[src/hw/ecdma_regs.svh]
// register offsets, field positions and reset values of the eight-channel dma
// assumes byte addresses on the register bus, one 32-bit word per register
`ifndef ECDMA_REGS_SVH
`define ECDMA_REGS_SVH
// channel n window starts at n * 32 bytes, word index in bits 4:2
`define ECD_CH_REGION  4'h0
`define ECD_IX_SRC     3'h0
`define ECD_IX_DST     3'h1
`define ECD_IX_SIZE    3'h2
`define ECD_IX_BLK     3'h3
`define ECD_IX_MODE    3'h4
`define ECD_IX_CTL     3'h5
`define ECD_IX_STS     3'h6
`define ECD_OFS_GLB    12'h100
`define ECD_OFS_MON    12'h104
// mode word fields
`define ECD_MD_XFER    1:0
`define ECD_MD_WID     3:2
`define ECD_MD_TRIG    5:4
`define ECD_MD_RDST    6
`define ECD_MD_FREE    7
`define ECD_MD_SEXT    12:8
`define ECD_MD_DEXT    20:16
`define ECD_CTL_EN     0
`define ECD_CTL_SWREQ  1
`define ECD_STS_END    0
`define ECD_STS_ESC    1
`define ECD_GLB_STOP   0
// reset values and limits
`define ECD_RST_WORD   32'h00000000
`define ECD_RST_SIZE   11'h001
`define ECD_RST_STOP   1'b0
`define ECD_MAX_SIZE   11'h400
`define ECD_MAX_BLK    17'h10000
`define ECD_MAX_EXT    5'h1B
`endif

[src/hw/ecdma_pkg.sv]
// types shared by the eight-channel dma: bus carriers, modes, engine states
// assumes nothing beyond a SystemVerilog compiler
package ecdma_pkg;
   typedef enum logic [1:0] {
      ECD_NORMAL = 2'h0,
      ECD_REPEAT = 2'h1,
      ECD_BLOCK  = 2'h2
   } ecd_xfer_t;
   typedef enum logic [1:0] {
      ECD_TRG_SW  = 2'h0,
      ECD_TRG_PER = 2'h1,
      ECD_TRG_PIN = 2'h2
   } ecd_trig_t;
   typedef enum logic [2:0] {
      ECD_IDLE = 3'b001,
      ECD_RD   = 3'b010,
      ECD_WR   = 3'b100
   } ecd_st_t;
   typedef struct packed {
      logic        hsel;
      logic [31:0] haddr;
      logic [1:0]  htrans;
      logic        hwrite;
      logic [2:0]  hsize;
      logic [31:0] hwdata;
      logic        hready;
   } ecd_ahb_in_t;
   typedef struct packed {
      logic        hreadyout;
      logic        hresp;
      logic [31:0] hrdata;
   } ecd_ahb_out_t;
   typedef struct packed {
      logic        req;
      logic        write;
      logic [1:0]  size;
      logic [31:0] addr;
      logic [31:0] wdata;
   } ecd_mst_out_t;
   typedef struct packed {
      logic        ready;
      logic [31:0] rdata;
   } ecd_mst_in_t;
   typedef struct packed {
      logic [7:0][31:0] src;
      logic [7:0][31:0] dst;
      logic [7:0][31:0] cur_s;
      logic [7:0][31:0] cur_d;
      logic [7:0][10:0] size;
      logic [7:0][10:0] rem;
      logic [7:0][15:0] blk;
      logic [7:0][16:0] rblk;
      logic [7:0][20:0] mode;
      logic [7:0]       en;
      logic [7:0]       pend;
      logic [7:0]       te;
      logic [7:0]       esc;
      logic [7:0]       elink;
      logic [7:0]       p1;
      logic [7:0]       p2;
      logic [7:0]       p3;
      logic [7:0]       pf;
      logic             stop;
      ecd_st_t          st;
      logic [2:0]       ch;
      logic             wr_pend;
      logic [11:0]      waddr;
      logic [31:0]      hrdata;
      ecd_mst_out_t     mst;
   } ecd_state_t;
endpackage

[src/hw/ecdma_top.sv]
// eight-channel dma controller: ahb-lite register slave plus one bus master
// assumes a single 20 MHz system clock shared by the bus, the master port and
// the peripheral request lines; external trigger pins are asynchronous
//
// Contract
// - eight independent channels, zero to seven
// - fixed priority, channel zero highest
// - addresses confined to lowest/highest 256 MB
// - per channel trigger: software, peripheral, pin
// - data unit 8, 16 or 32 bits
// - block and repeat size 1 to 1024
// - normal: one unit per request, free-run option
// - repeat: reload start address after repeat size
// - block: whole block per request
// - block count 16-bit field, up to 65536
// - total up to 64 M units
// - extended repeat area wraps low address bits
// - transfer-end flag when programmed count completes
// - escape-end flag on repeat cycle or overflow
// - event-link pulse per unit or per block
// - module stop: no transfers while stopped; a unit or block already under way still completes
// - read-only monitor of channels four to seven
// - master port on system clock main bus
//
// Chosen here: the AHB-Lite register port and the address map.
`include "ecdma_regs.svh"
module ecdma_top
   import ecdma_pkg::*;
(
   // clock and reset
   input  wire logic         clk,
   input  wire logic         nrst,
   // register bus
   input  wire ecd_ahb_in_t  ahb_i,
   output      ecd_ahb_out_t ahb_o,
   // main bus master
   output      ecd_mst_out_t mst_o,
   input  wire ecd_mst_in_t  mst_i,
   // request sources
   input  wire logic [7:0]   periph_req,
   input  wire logic [7:0]   pin_trig,
   // events
   output      logic [7:0]   irq_end,
   output      logic [7:0]   irq_esc,
   output      logic [7:0]   elink,
   output      logic         stopped
);
   ecd_state_t  s_reg;
   ecd_state_t  s_next;
   logic [7:0]  trig;
   logic [7:0]  elig;
   logic [2:0]  pick;
   logic        start;
   logic        wr_done;
   logic [2:0]  c;
   logic [1:0]  wd;
   logic [31:0] inc;
   logic [32:0] ss;
   logic [32:0] sd;
   logic [10:0] effs;
   logic        last;
   logic [2:0]  bc;
   logic [31:0] rdv;
   logic [31:0] wv;
   logic [7:0]  swset;

   function automatic logic [32:0] ecd_step(logic [31:0] a, logic [31:0] i, logic [4:0] e);
      logic [4:0]  x;
      logic [31:0] m;
      logic [31:0] sum;
      x = (e > `ECD_MAX_EXT) ? `ECD_MAX_EXT : e;
      m = (x == 5'h00) ? 32'h0FFFFFFF : ((32'h1 << x) - 32'h1);
      sum = a + i;
      return {(x != 5'h00) && ((sum & m) == 32'h0), (a & ~m) | (sum & m)};
   endfunction

   function automatic logic [10:0] ecd_eff(logic [10:0] v);
      return (v == 11'h000 || v > `ECD_MAX_SIZE) ? `ECD_MAX_SIZE : v;
   endfunction

   always_comb begin
      s_next = s_reg;
      s_next.elink = 8'h00;
      swset = 8'h00;
      // pin triggers: three stages, a rise counts once stages two and three agree
      s_next.p1 = pin_trig;
      s_next.p2 = s_reg.p1;
      s_next.p3 = s_reg.p2;
      for (int i = 0; i < 8; i++) begin
         if (s_reg.p2[i] == s_reg.p3[i]) begin
            s_next.pf[i] = s_reg.p3[i];
         end
         case (s_reg.mode[i][`ECD_MD_TRIG])
            ECD_TRG_PER: trig[i] = periph_req[i];
            ECD_TRG_PIN: trig[i] = s_next.pf[i] & ~s_reg.pf[i];
            default:     trig[i] = 1'b0;
         endcase
      end
      elig = s_reg.en & s_reg.pend;
      pick = 3'h0;
      for (int i = 7; i >= 0; i--) begin
         if (elig[i]) begin
            pick = 3'(i);
         end
      end
      start = (s_reg.st == ECD_IDLE) && !s_reg.stop && (|elig);
      wr_done = (s_reg.st == ECD_WR) && mst_i.ready;
      c = s_reg.ch;
      wd = (s_reg.mode[c][`ECD_MD_WID] == 2'h3) ? 2'h2 : s_reg.mode[c][`ECD_MD_WID];
      inc = 32'h1 << wd;
      ss = ecd_step(s_reg.cur_s[c], inc, s_reg.mode[c][`ECD_MD_SEXT]);
      sd = ecd_step(s_reg.cur_d[c], inc, s_reg.mode[c][`ECD_MD_DEXT]);
      effs = ecd_eff(s_reg.size[c]);
      last = (s_reg.rem[c] <= 11'h001);

      // register read, sampled in the address phase
      bc = ahb_i.haddr[7:5];
      rdv = `ECD_RST_WORD;
      if (ahb_i.haddr[11:8] == `ECD_CH_REGION) begin
         case (ahb_i.haddr[4:2])
            `ECD_IX_SRC:  rdv = s_reg.src[bc];
            `ECD_IX_DST:  rdv = s_reg.dst[bc];
            `ECD_IX_SIZE: rdv = {21'h0, s_reg.size[bc]};
            `ECD_IX_BLK:  rdv = {16'h0, s_reg.blk[bc]};
            `ECD_IX_MODE: rdv = {11'h0, s_reg.mode[bc]};
            `ECD_IX_CTL:  rdv = {30'h0, s_reg.pend[bc], s_reg.en[bc]};
            `ECD_IX_STS:  rdv = {30'h0, s_reg.esc[bc], s_reg.te[bc]};
            default:      rdv = `ECD_RST_WORD;
         endcase
      end else if (ahb_i.haddr[11:0] == `ECD_OFS_GLB) begin
         rdv = {31'h0, s_reg.stop};
      end else if (ahb_i.haddr[11:0] == `ECD_OFS_MON) begin
         rdv = {28'h0, s_reg.te[7:4] | s_reg.esc[7:4]};
      end
      if (ahb_i.hsel && ahb_i.htrans[1] && ahb_i.hready) begin
         if (ahb_i.hwrite) begin
            s_next.wr_pend = 1'b1;
            s_next.waddr = ahb_i.haddr[11:0];
         end else begin
            s_next.hrdata = rdv;
         end
      end

      // register write in the data phase, during its one wait state
      bc = s_reg.waddr[7:5];
      wv = ahb_i.hwdata;
      if (s_reg.wr_pend) begin
         s_next.wr_pend = 1'b0;
         if (s_reg.waddr[11:8] == `ECD_CH_REGION) begin
            case (s_reg.waddr[4:2])
               `ECD_IX_SRC:  s_next.src[bc] = {{4{wv[31]}}, wv[27:0]};
               `ECD_IX_DST:  s_next.dst[bc] = {{4{wv[31]}}, wv[27:0]};
               `ECD_IX_SIZE: s_next.size[bc] = wv[10:0];
               `ECD_IX_BLK:  s_next.blk[bc] = wv[15:0];
               `ECD_IX_MODE: s_next.mode[bc] = wv[20:0];
               `ECD_IX_CTL: begin
                  s_next.en[bc] = wv[`ECD_CTL_EN];
                  if (wv[`ECD_CTL_EN] && !s_reg.en[bc]) begin
                     s_next.cur_s[bc] = s_reg.src[bc];
                     s_next.cur_d[bc] = s_reg.dst[bc];
                     s_next.rem[bc] = ecd_eff(s_reg.size[bc]);
                     s_next.rblk[bc] = (s_reg.blk[bc] == 16'h0) ? `ECD_MAX_BLK
                                       : {1'b0, s_reg.blk[bc]};
                  end
                  if (wv[`ECD_CTL_SWREQ] && wv[`ECD_CTL_EN]
                      && s_reg.mode[bc][`ECD_MD_TRIG] == ECD_TRG_SW) begin
                     swset[bc] = 1'b1;
                  end
               end
               `ECD_IX_STS: begin
                  s_next.te[bc] = s_reg.te[bc] & ~wv[`ECD_STS_END];
                  s_next.esc[bc] = s_reg.esc[bc] & ~wv[`ECD_STS_ESC];
               end
               default: ;
            endcase
         end else if (s_reg.waddr == `ECD_OFS_GLB) begin
            s_next.stop = wv[`ECD_GLB_STOP];
         end
      end

      // transfer engine: read one unit, then write it
      case (s_reg.st)
         ECD_IDLE: begin
            if (start) begin
               s_next.ch = pick;
               s_next.pend[pick] = 1'b0;
               s_next.st = ECD_RD;
               s_next.mst.req = 1'b1;
               s_next.mst.write = 1'b0;
               s_next.mst.addr = s_reg.cur_s[pick];
               s_next.mst.size = (s_reg.mode[pick][`ECD_MD_WID] == 2'h3) ? 2'h2
                                 : s_reg.mode[pick][`ECD_MD_WID];
            end
         end
         ECD_RD: begin
            if (mst_i.ready) begin
               s_next.mst.write = 1'b1;
               s_next.mst.addr = s_reg.cur_d[c];
               s_next.mst.wdata = mst_i.rdata;
               s_next.st = ECD_WR;
            end
         end
         ECD_WR: begin
            if (mst_i.ready) begin
               s_next.mst.req = 1'b0;
               s_next.mst.write = 1'b0;
               s_next.st = ECD_IDLE;
               s_next.cur_s[c] = ss[31:0];
               s_next.cur_d[c] = sd[31:0];
               if (ss[32] || sd[32]) begin
                  s_next.esc[c] = 1'b1;
               end
               case (s_reg.mode[c][`ECD_MD_XFER])
                  ECD_REPEAT: begin
                     s_next.elink[c] = 1'b1;
                     s_next.rem[c] = last ? effs : s_reg.rem[c] - 11'h001;
                     if (last) begin
                        if (s_reg.mode[c][`ECD_MD_RDST]) begin
                           s_next.cur_d[c] = s_reg.dst[c];
                        end else begin
                           s_next.cur_s[c] = s_reg.src[c];
                        end
                        s_next.esc[c] = 1'b1;
                        s_next.rblk[c] = s_reg.rblk[c] - 17'h00001;
                        if (s_reg.rblk[c] <= 17'h00001) begin
                           s_next.te[c] = 1'b1;
                           s_next.en[c] = 1'b0;
                        end
                     end
                  end
                  ECD_BLOCK: begin
                     s_next.rem[c] = last ? effs : s_reg.rem[c] - 11'h001;
                     if (!last) begin
                        s_next.st = ECD_RD;
                        s_next.mst.req = 1'b1;
                        s_next.mst.write = 1'b0;
                        s_next.mst.addr = ss[31:0];
                     end else begin
                        s_next.elink[c] = 1'b1;
                        s_next.rblk[c] = s_reg.rblk[c] - 17'h00001;
                        if (s_reg.rblk[c] <= 17'h00001) begin
                           s_next.te[c] = 1'b1;
                           s_next.en[c] = 1'b0;
                        end
                     end
                  end
                  default: begin
                     s_next.elink[c] = 1'b1;
                     if (!s_reg.mode[c][`ECD_MD_FREE]) begin
                        s_next.rblk[c] = s_reg.rblk[c] - 17'h00001;
                        if (s_reg.rblk[c] <= 17'h00001) begin
                           s_next.te[c] = 1'b1;
                           s_next.en[c] = 1'b0;
                        end
                     end
                  end
               endcase
            end
         end
         default: begin
            s_next.st = ECD_IDLE;
            s_next.mst.req = 1'b0;
         end
      endcase

      // requests latch once; a new one wins over the clear at start
      for (int i = 0; i < 8; i++) begin
         if ((trig[i] || swset[i]) && s_next.en[i]) begin
            s_next.pend[i] = 1'b1;
         end
      end
   end

   always_ff @(posedge clk or negedge nrst) begin
      if (!nrst) begin
         s_reg <= '0;
         s_reg.size <= {8{`ECD_RST_SIZE}};
         s_reg.stop <= `ECD_RST_STOP;
         s_reg.st <= ECD_IDLE;
      end else begin
         s_reg <= s_next;
      end
   end

   assign ahb_o.hreadyout = !s_reg.wr_pend;
   assign ahb_o.hresp = 1'b0;
   assign ahb_o.hrdata = s_reg.hrdata;
   assign mst_o = s_reg.mst;
   assign irq_end = s_reg.te;
   assign irq_esc = s_reg.esc;
   assign elink = s_reg.elink;
   assign stopped = s_reg.stop;
endmodule

[config.mk]
export PLATFORM = sky130hd
export DESIGN_NAME = ecdma_top
export DESIGN_NICKNAME = d
export VERILOG_FILES = /design/src/hw/ecdma_pkg.sv /design/src/hw/ecdma_top.sv
export VERILOG_INCLUDE_DIRS = /design/src /design/src/hw
export SDC_FILE = /design/constraint.sdc
export NUM_CORES = 2
export LEC_CHECK = 0
export BUFFER_PORTS_ARGS = -buffer_cell sky130_fd_sc_hd__buf_2
export CORE_ASPECT_RATIO = 1.2
export CORE_UTILIZATION = 50
export DETAILED_ROUTE_END_ITERATION = 6
export PLACE_DENSITY = 0.66
export SLEW_MARGIN = 25
export SYNTH_ARGS = -nofsm -noshare
export SYNTH_HDL_FRONTEND = slang
export SYNTH_SLANG_ARGS = --single-unit
[constraint.sdc]
create_clock -name clk -period 13.2 [get_ports clk]
set_input_delay 2.64 -clock clk [delete_from_list [all_inputs] [get_ports clk]]
set_output_delay 2.64 -clock clk [all_outputs]
set_load 0.05 [all_outputs]
==> impl_metrics.json <==
{
  "fp.dieH_um": 493,
  "synth_top_flop_cell": "dfrtp_1",
  "hp-class": "flip-flop to flip-flop",
  "grt_pass1_vias": 86100,
  "start_util": 0.502,
  "core-area_mm2": 0.200,
  "cp-start-kind": "flip-flop",
  "yosysMostFrequentCell": "dfrtp_1",
  "gp_congestion": 1.00,
  "post-cts-setup-buffers": 0,
  "maxCapViolCount": 0,
  "swShare": 0.453,
  "portBuffers": 221,
  "fin_crit_sh": 0.612,
  "fin_skew_ps": 36.9,
  "cp.required_ps": 14000,
  "ctsHtreeMaxLevel": 4,
  "intPower_w": 0.0119,
  "drc_errors": 29,
  "io_pins": 250,
  "drt_wl_total_um": 413000,
  "antenna_found_initial": 17,
  "ys_seq_area_frac": 0.441,
  "yosysWarnings": 0,
  "clk_latency_ps": 890,
  "postCtsResizedCells": 0,
  "syn_inst": 9850,
  "syn_avg_cell_area_um2": 10.2,
  "p_clk_frac": 0.258,
  "postCtsHoldBufs": 0,
  "viasPerCell": 7.24,
  "cp-end-kind": "flip-flop",
  "grt_max_degree": 165,
  "die_x_um": 411,
  "ys_async_sr_fraction": 1.00,
  "finalHoldViolations": 0,
  "worst_hold_slack_ps": 345,
  "seqPwrFrac": 0.301,
  "violations": "DRC",
  "synth_common_cells": "dfrtp_1 (1764), nand2_1 (1108), mux2_2 (970)",
  "yosys.area.top_type": "dfrtp_1",
  "first_pass_iters": 7,
  "ant_nets": 0,
  "largest_register_ffs": 1629,
  "clk_pin_slew_ps": 60,
  "worstPathCellList": "buf_4 -> buf_12 -> nor2_4 -> buf_4 -> nand2_1 -> o22ai_1 -> nor4_1 -> ha_1 -> a21boi_0 -> o2bb2a_1 -> nand3b_1 -> or2_2 -> nor3_1 -> a2bb2oi_1 -> or4b_1 -> nor4_1 -> nand3_1 -> o311a_2 -> o21ai_1",
  "max_slew_margin": 0.197,
  "wire_per_inst_um": 33.8,
  "place.detailed.hpwl_um": 251000,
  "setup_viol": 0,
  "peakVddDrop_mv": 0.195,
  "max_freq_mhz": 124,
  "combPwrFrac": 0.440,
  "critPathTopFamily": "simple AND/OR/NAND/NOR gates",
  "crit_arrival_ps": 8880,
  "slowest_stage": "nor4_1",
  "synth_area_leaders": "dfrtp_1 (44%), mux2_2 (11%), mux4_2 (6.7%)",
  "leakage_nw": 44.5,
  "grt_usage": 0.398,
  "p_per_area_mw_per_mm2": 199,
  "drt_iter0_drc": 13300,
  "critPathKind": "flip-flop to flip-flop",
  "cts_root_buf": "clkbuf_16",
  "grt-ovfl-total": 0,
  "drive_gt1_frac": 0.229,
  "rsz0062_at_grt": "false",
  "clk_path_buf_depth": 3,
  "timing.setup.tns_ps": 0,
  "syn2layout_area_growth_pct": 8.66,
  "grt_pass1_wl_um": 592000,
  "synth.cell_area_mm2": 0.101,
  "cts_tree": "built",
  "layout.nets": 9568,
  "cts.sinks": 1773,
  "yosys.area.top_type_share": 0.439,
  "synth-edff-count": 0,
  "ys_seq_elements": 1773,
  "die-area_mm2": 0.203,
  "cpPeakStageDelay_ps": 780,
  "period_needed_ps": 8080,
  "yosysUniqueCellTypes": 95,
  "slew_viol_final": 0,
  "critPathMaxFanout": 91,
  "vias": 88400,
  "p_switching_w": 0.00983,
  "status": "finished with violations",
  "tightest_slew_ps": 1200,
  "rows": 180,
  "critPathBufInv": 3,
  "fill_cells": 17200,
  "numCtsBuffers": 184
}
==> cell usage in the layout (no fill, tap or decap), types with 20 or more instances in the layout <==
| master | count |
|---|---|
| a211oi_1 | 44 |
| a21oi_1 | 466 |
| a221o_1 | 22 |
| a221oi_1 | 221 |
| a22o_1 | 142 |
| a22oi_1 | 347 |
| a31oi_1 | 38 |
| and2_1 | 20 |
| and3_1 | 94 |
| buf_12 | 20 |
| buf_2 | 218 |
| buf_4 | 212 |
| clkbuf_1 | 36 |
| clkbuf_16 | 187 |
| clkbuf_8 | 49 |
| clkinv_2 | 29 |
| dfrtp_1 | 1761 |
| ha_1 | 32 |
| inv_1 | 52 |
| mux2_2 | 970 |
| mux2i_1 | 325 |
| mux4_2 | 301 |
| nand2_1 | 1082 |
| nand2_2 | 25 |
| nand2b_1 | 24 |
| nand3_1 | 63 |
| nand4_1 | 38 |
| nor2_1 | 632 |
| nor2_4 | 23 |
| nor3_1 | 76 |
| nor4_1 | 43 |
| o211ai_1 | 403 |
| o21ai_0 | 808 |
| o21ai_1 | 74 |
| o221ai_1 | 30 |
| o22a_1 | 23 |
| o22ai_1 | 166 |
| or4_1 | 22 |
| xnor2_1 | 69 |
| xor2_1 | 50 |
==> worst paths after layout <==
check | startpoint | slack, ps | cells after the start | end
worst min register to register | s_next[139] | 340 | 0 | s_next[131]
worst max-delay path | c[1] | 5120 | 19 | irq_esc[2]
max in group asynchronous | nrst | 8510 | 4 | s_reg[604]
worst min-delay path | s_next[139] | 340 | 0 | s_next[131]
min in group asynchronous | nrst | 1760 | 1 | s_reg[417]
worst max register to register | c[1] | 5120 | 19 | irq_esc[2]
==> cells by family after synthesis <==
family | Yosys count | share of synthesized area
AOI/OAI and AO/OA | 2906 | 0.188
other | 1 | 0.0000373
adders and majority gates | 42 | 0.00517
DFF | 1773 | 0.441
muxes | 1601 | 0.209
buffers and inverters | 1141 | 0.0496
and+or+nand+nor | 2267 | 0.0968
xor gates and xnor gates | 119 | 0.0104
==> area by class of cell <==
class                      instances  area, µm²  area share
antenna                           11       27.5    0.000252
clock buffer                     272       5490      0.0502
clock inverter                    69        975     0.00892
inverter                          56        214     0.00196
multi-input combinational       6938      51700       0.473
sequential                      1773      44400       0.406
tap                             2639       3300      0.0302
timing repair buffer             458       3190      0.0292
==> through the flow <==
step | cell area, µm² | util | worst slack, ps | power (W) | cells
after floorplan | 101000 | - | 6130 | 0.0121 | 9852
after global placement | 103000 | 0.513 | 5480 | 0.0155 | 11900
after detailed placement | 103000 | 0.513 | 5460 | 0.0156 | 11900
after CTS | 109000 | 0.545 | 5410 | 0.0212 | 12200
after global routing | 109000 | 0.546 | 5010 | 0.0222 | 12200
final | 109000 | 0.546 | 5120 | 0.0217 | 12200
==> per-layer routing <==
metal	part of all wire	track usage	wire [µm]	vias up
li1	-	-	-	35600
met5	0.00040	0	167	-
met4	0.078	0.275	32100	24
met2	0.42	0.570	174000	7079
met3	0.14	0.147	57900	1776
met1	0.36	0.497	148000	43900
==> power groups by stage <==
stage	registers [W]	logic, W	clock network (W)
floorplan	0.00639	0.00574	0
global placement	0.00657	0.00895	0
detailed placement	0.00660	0.00903	0
CTS	0.00651	0.00906	0.00563
global route	0.00659	0.00979	0.00583
finish	0.00654	0.00956	0.00560
(Power assumes the default switching activity.)
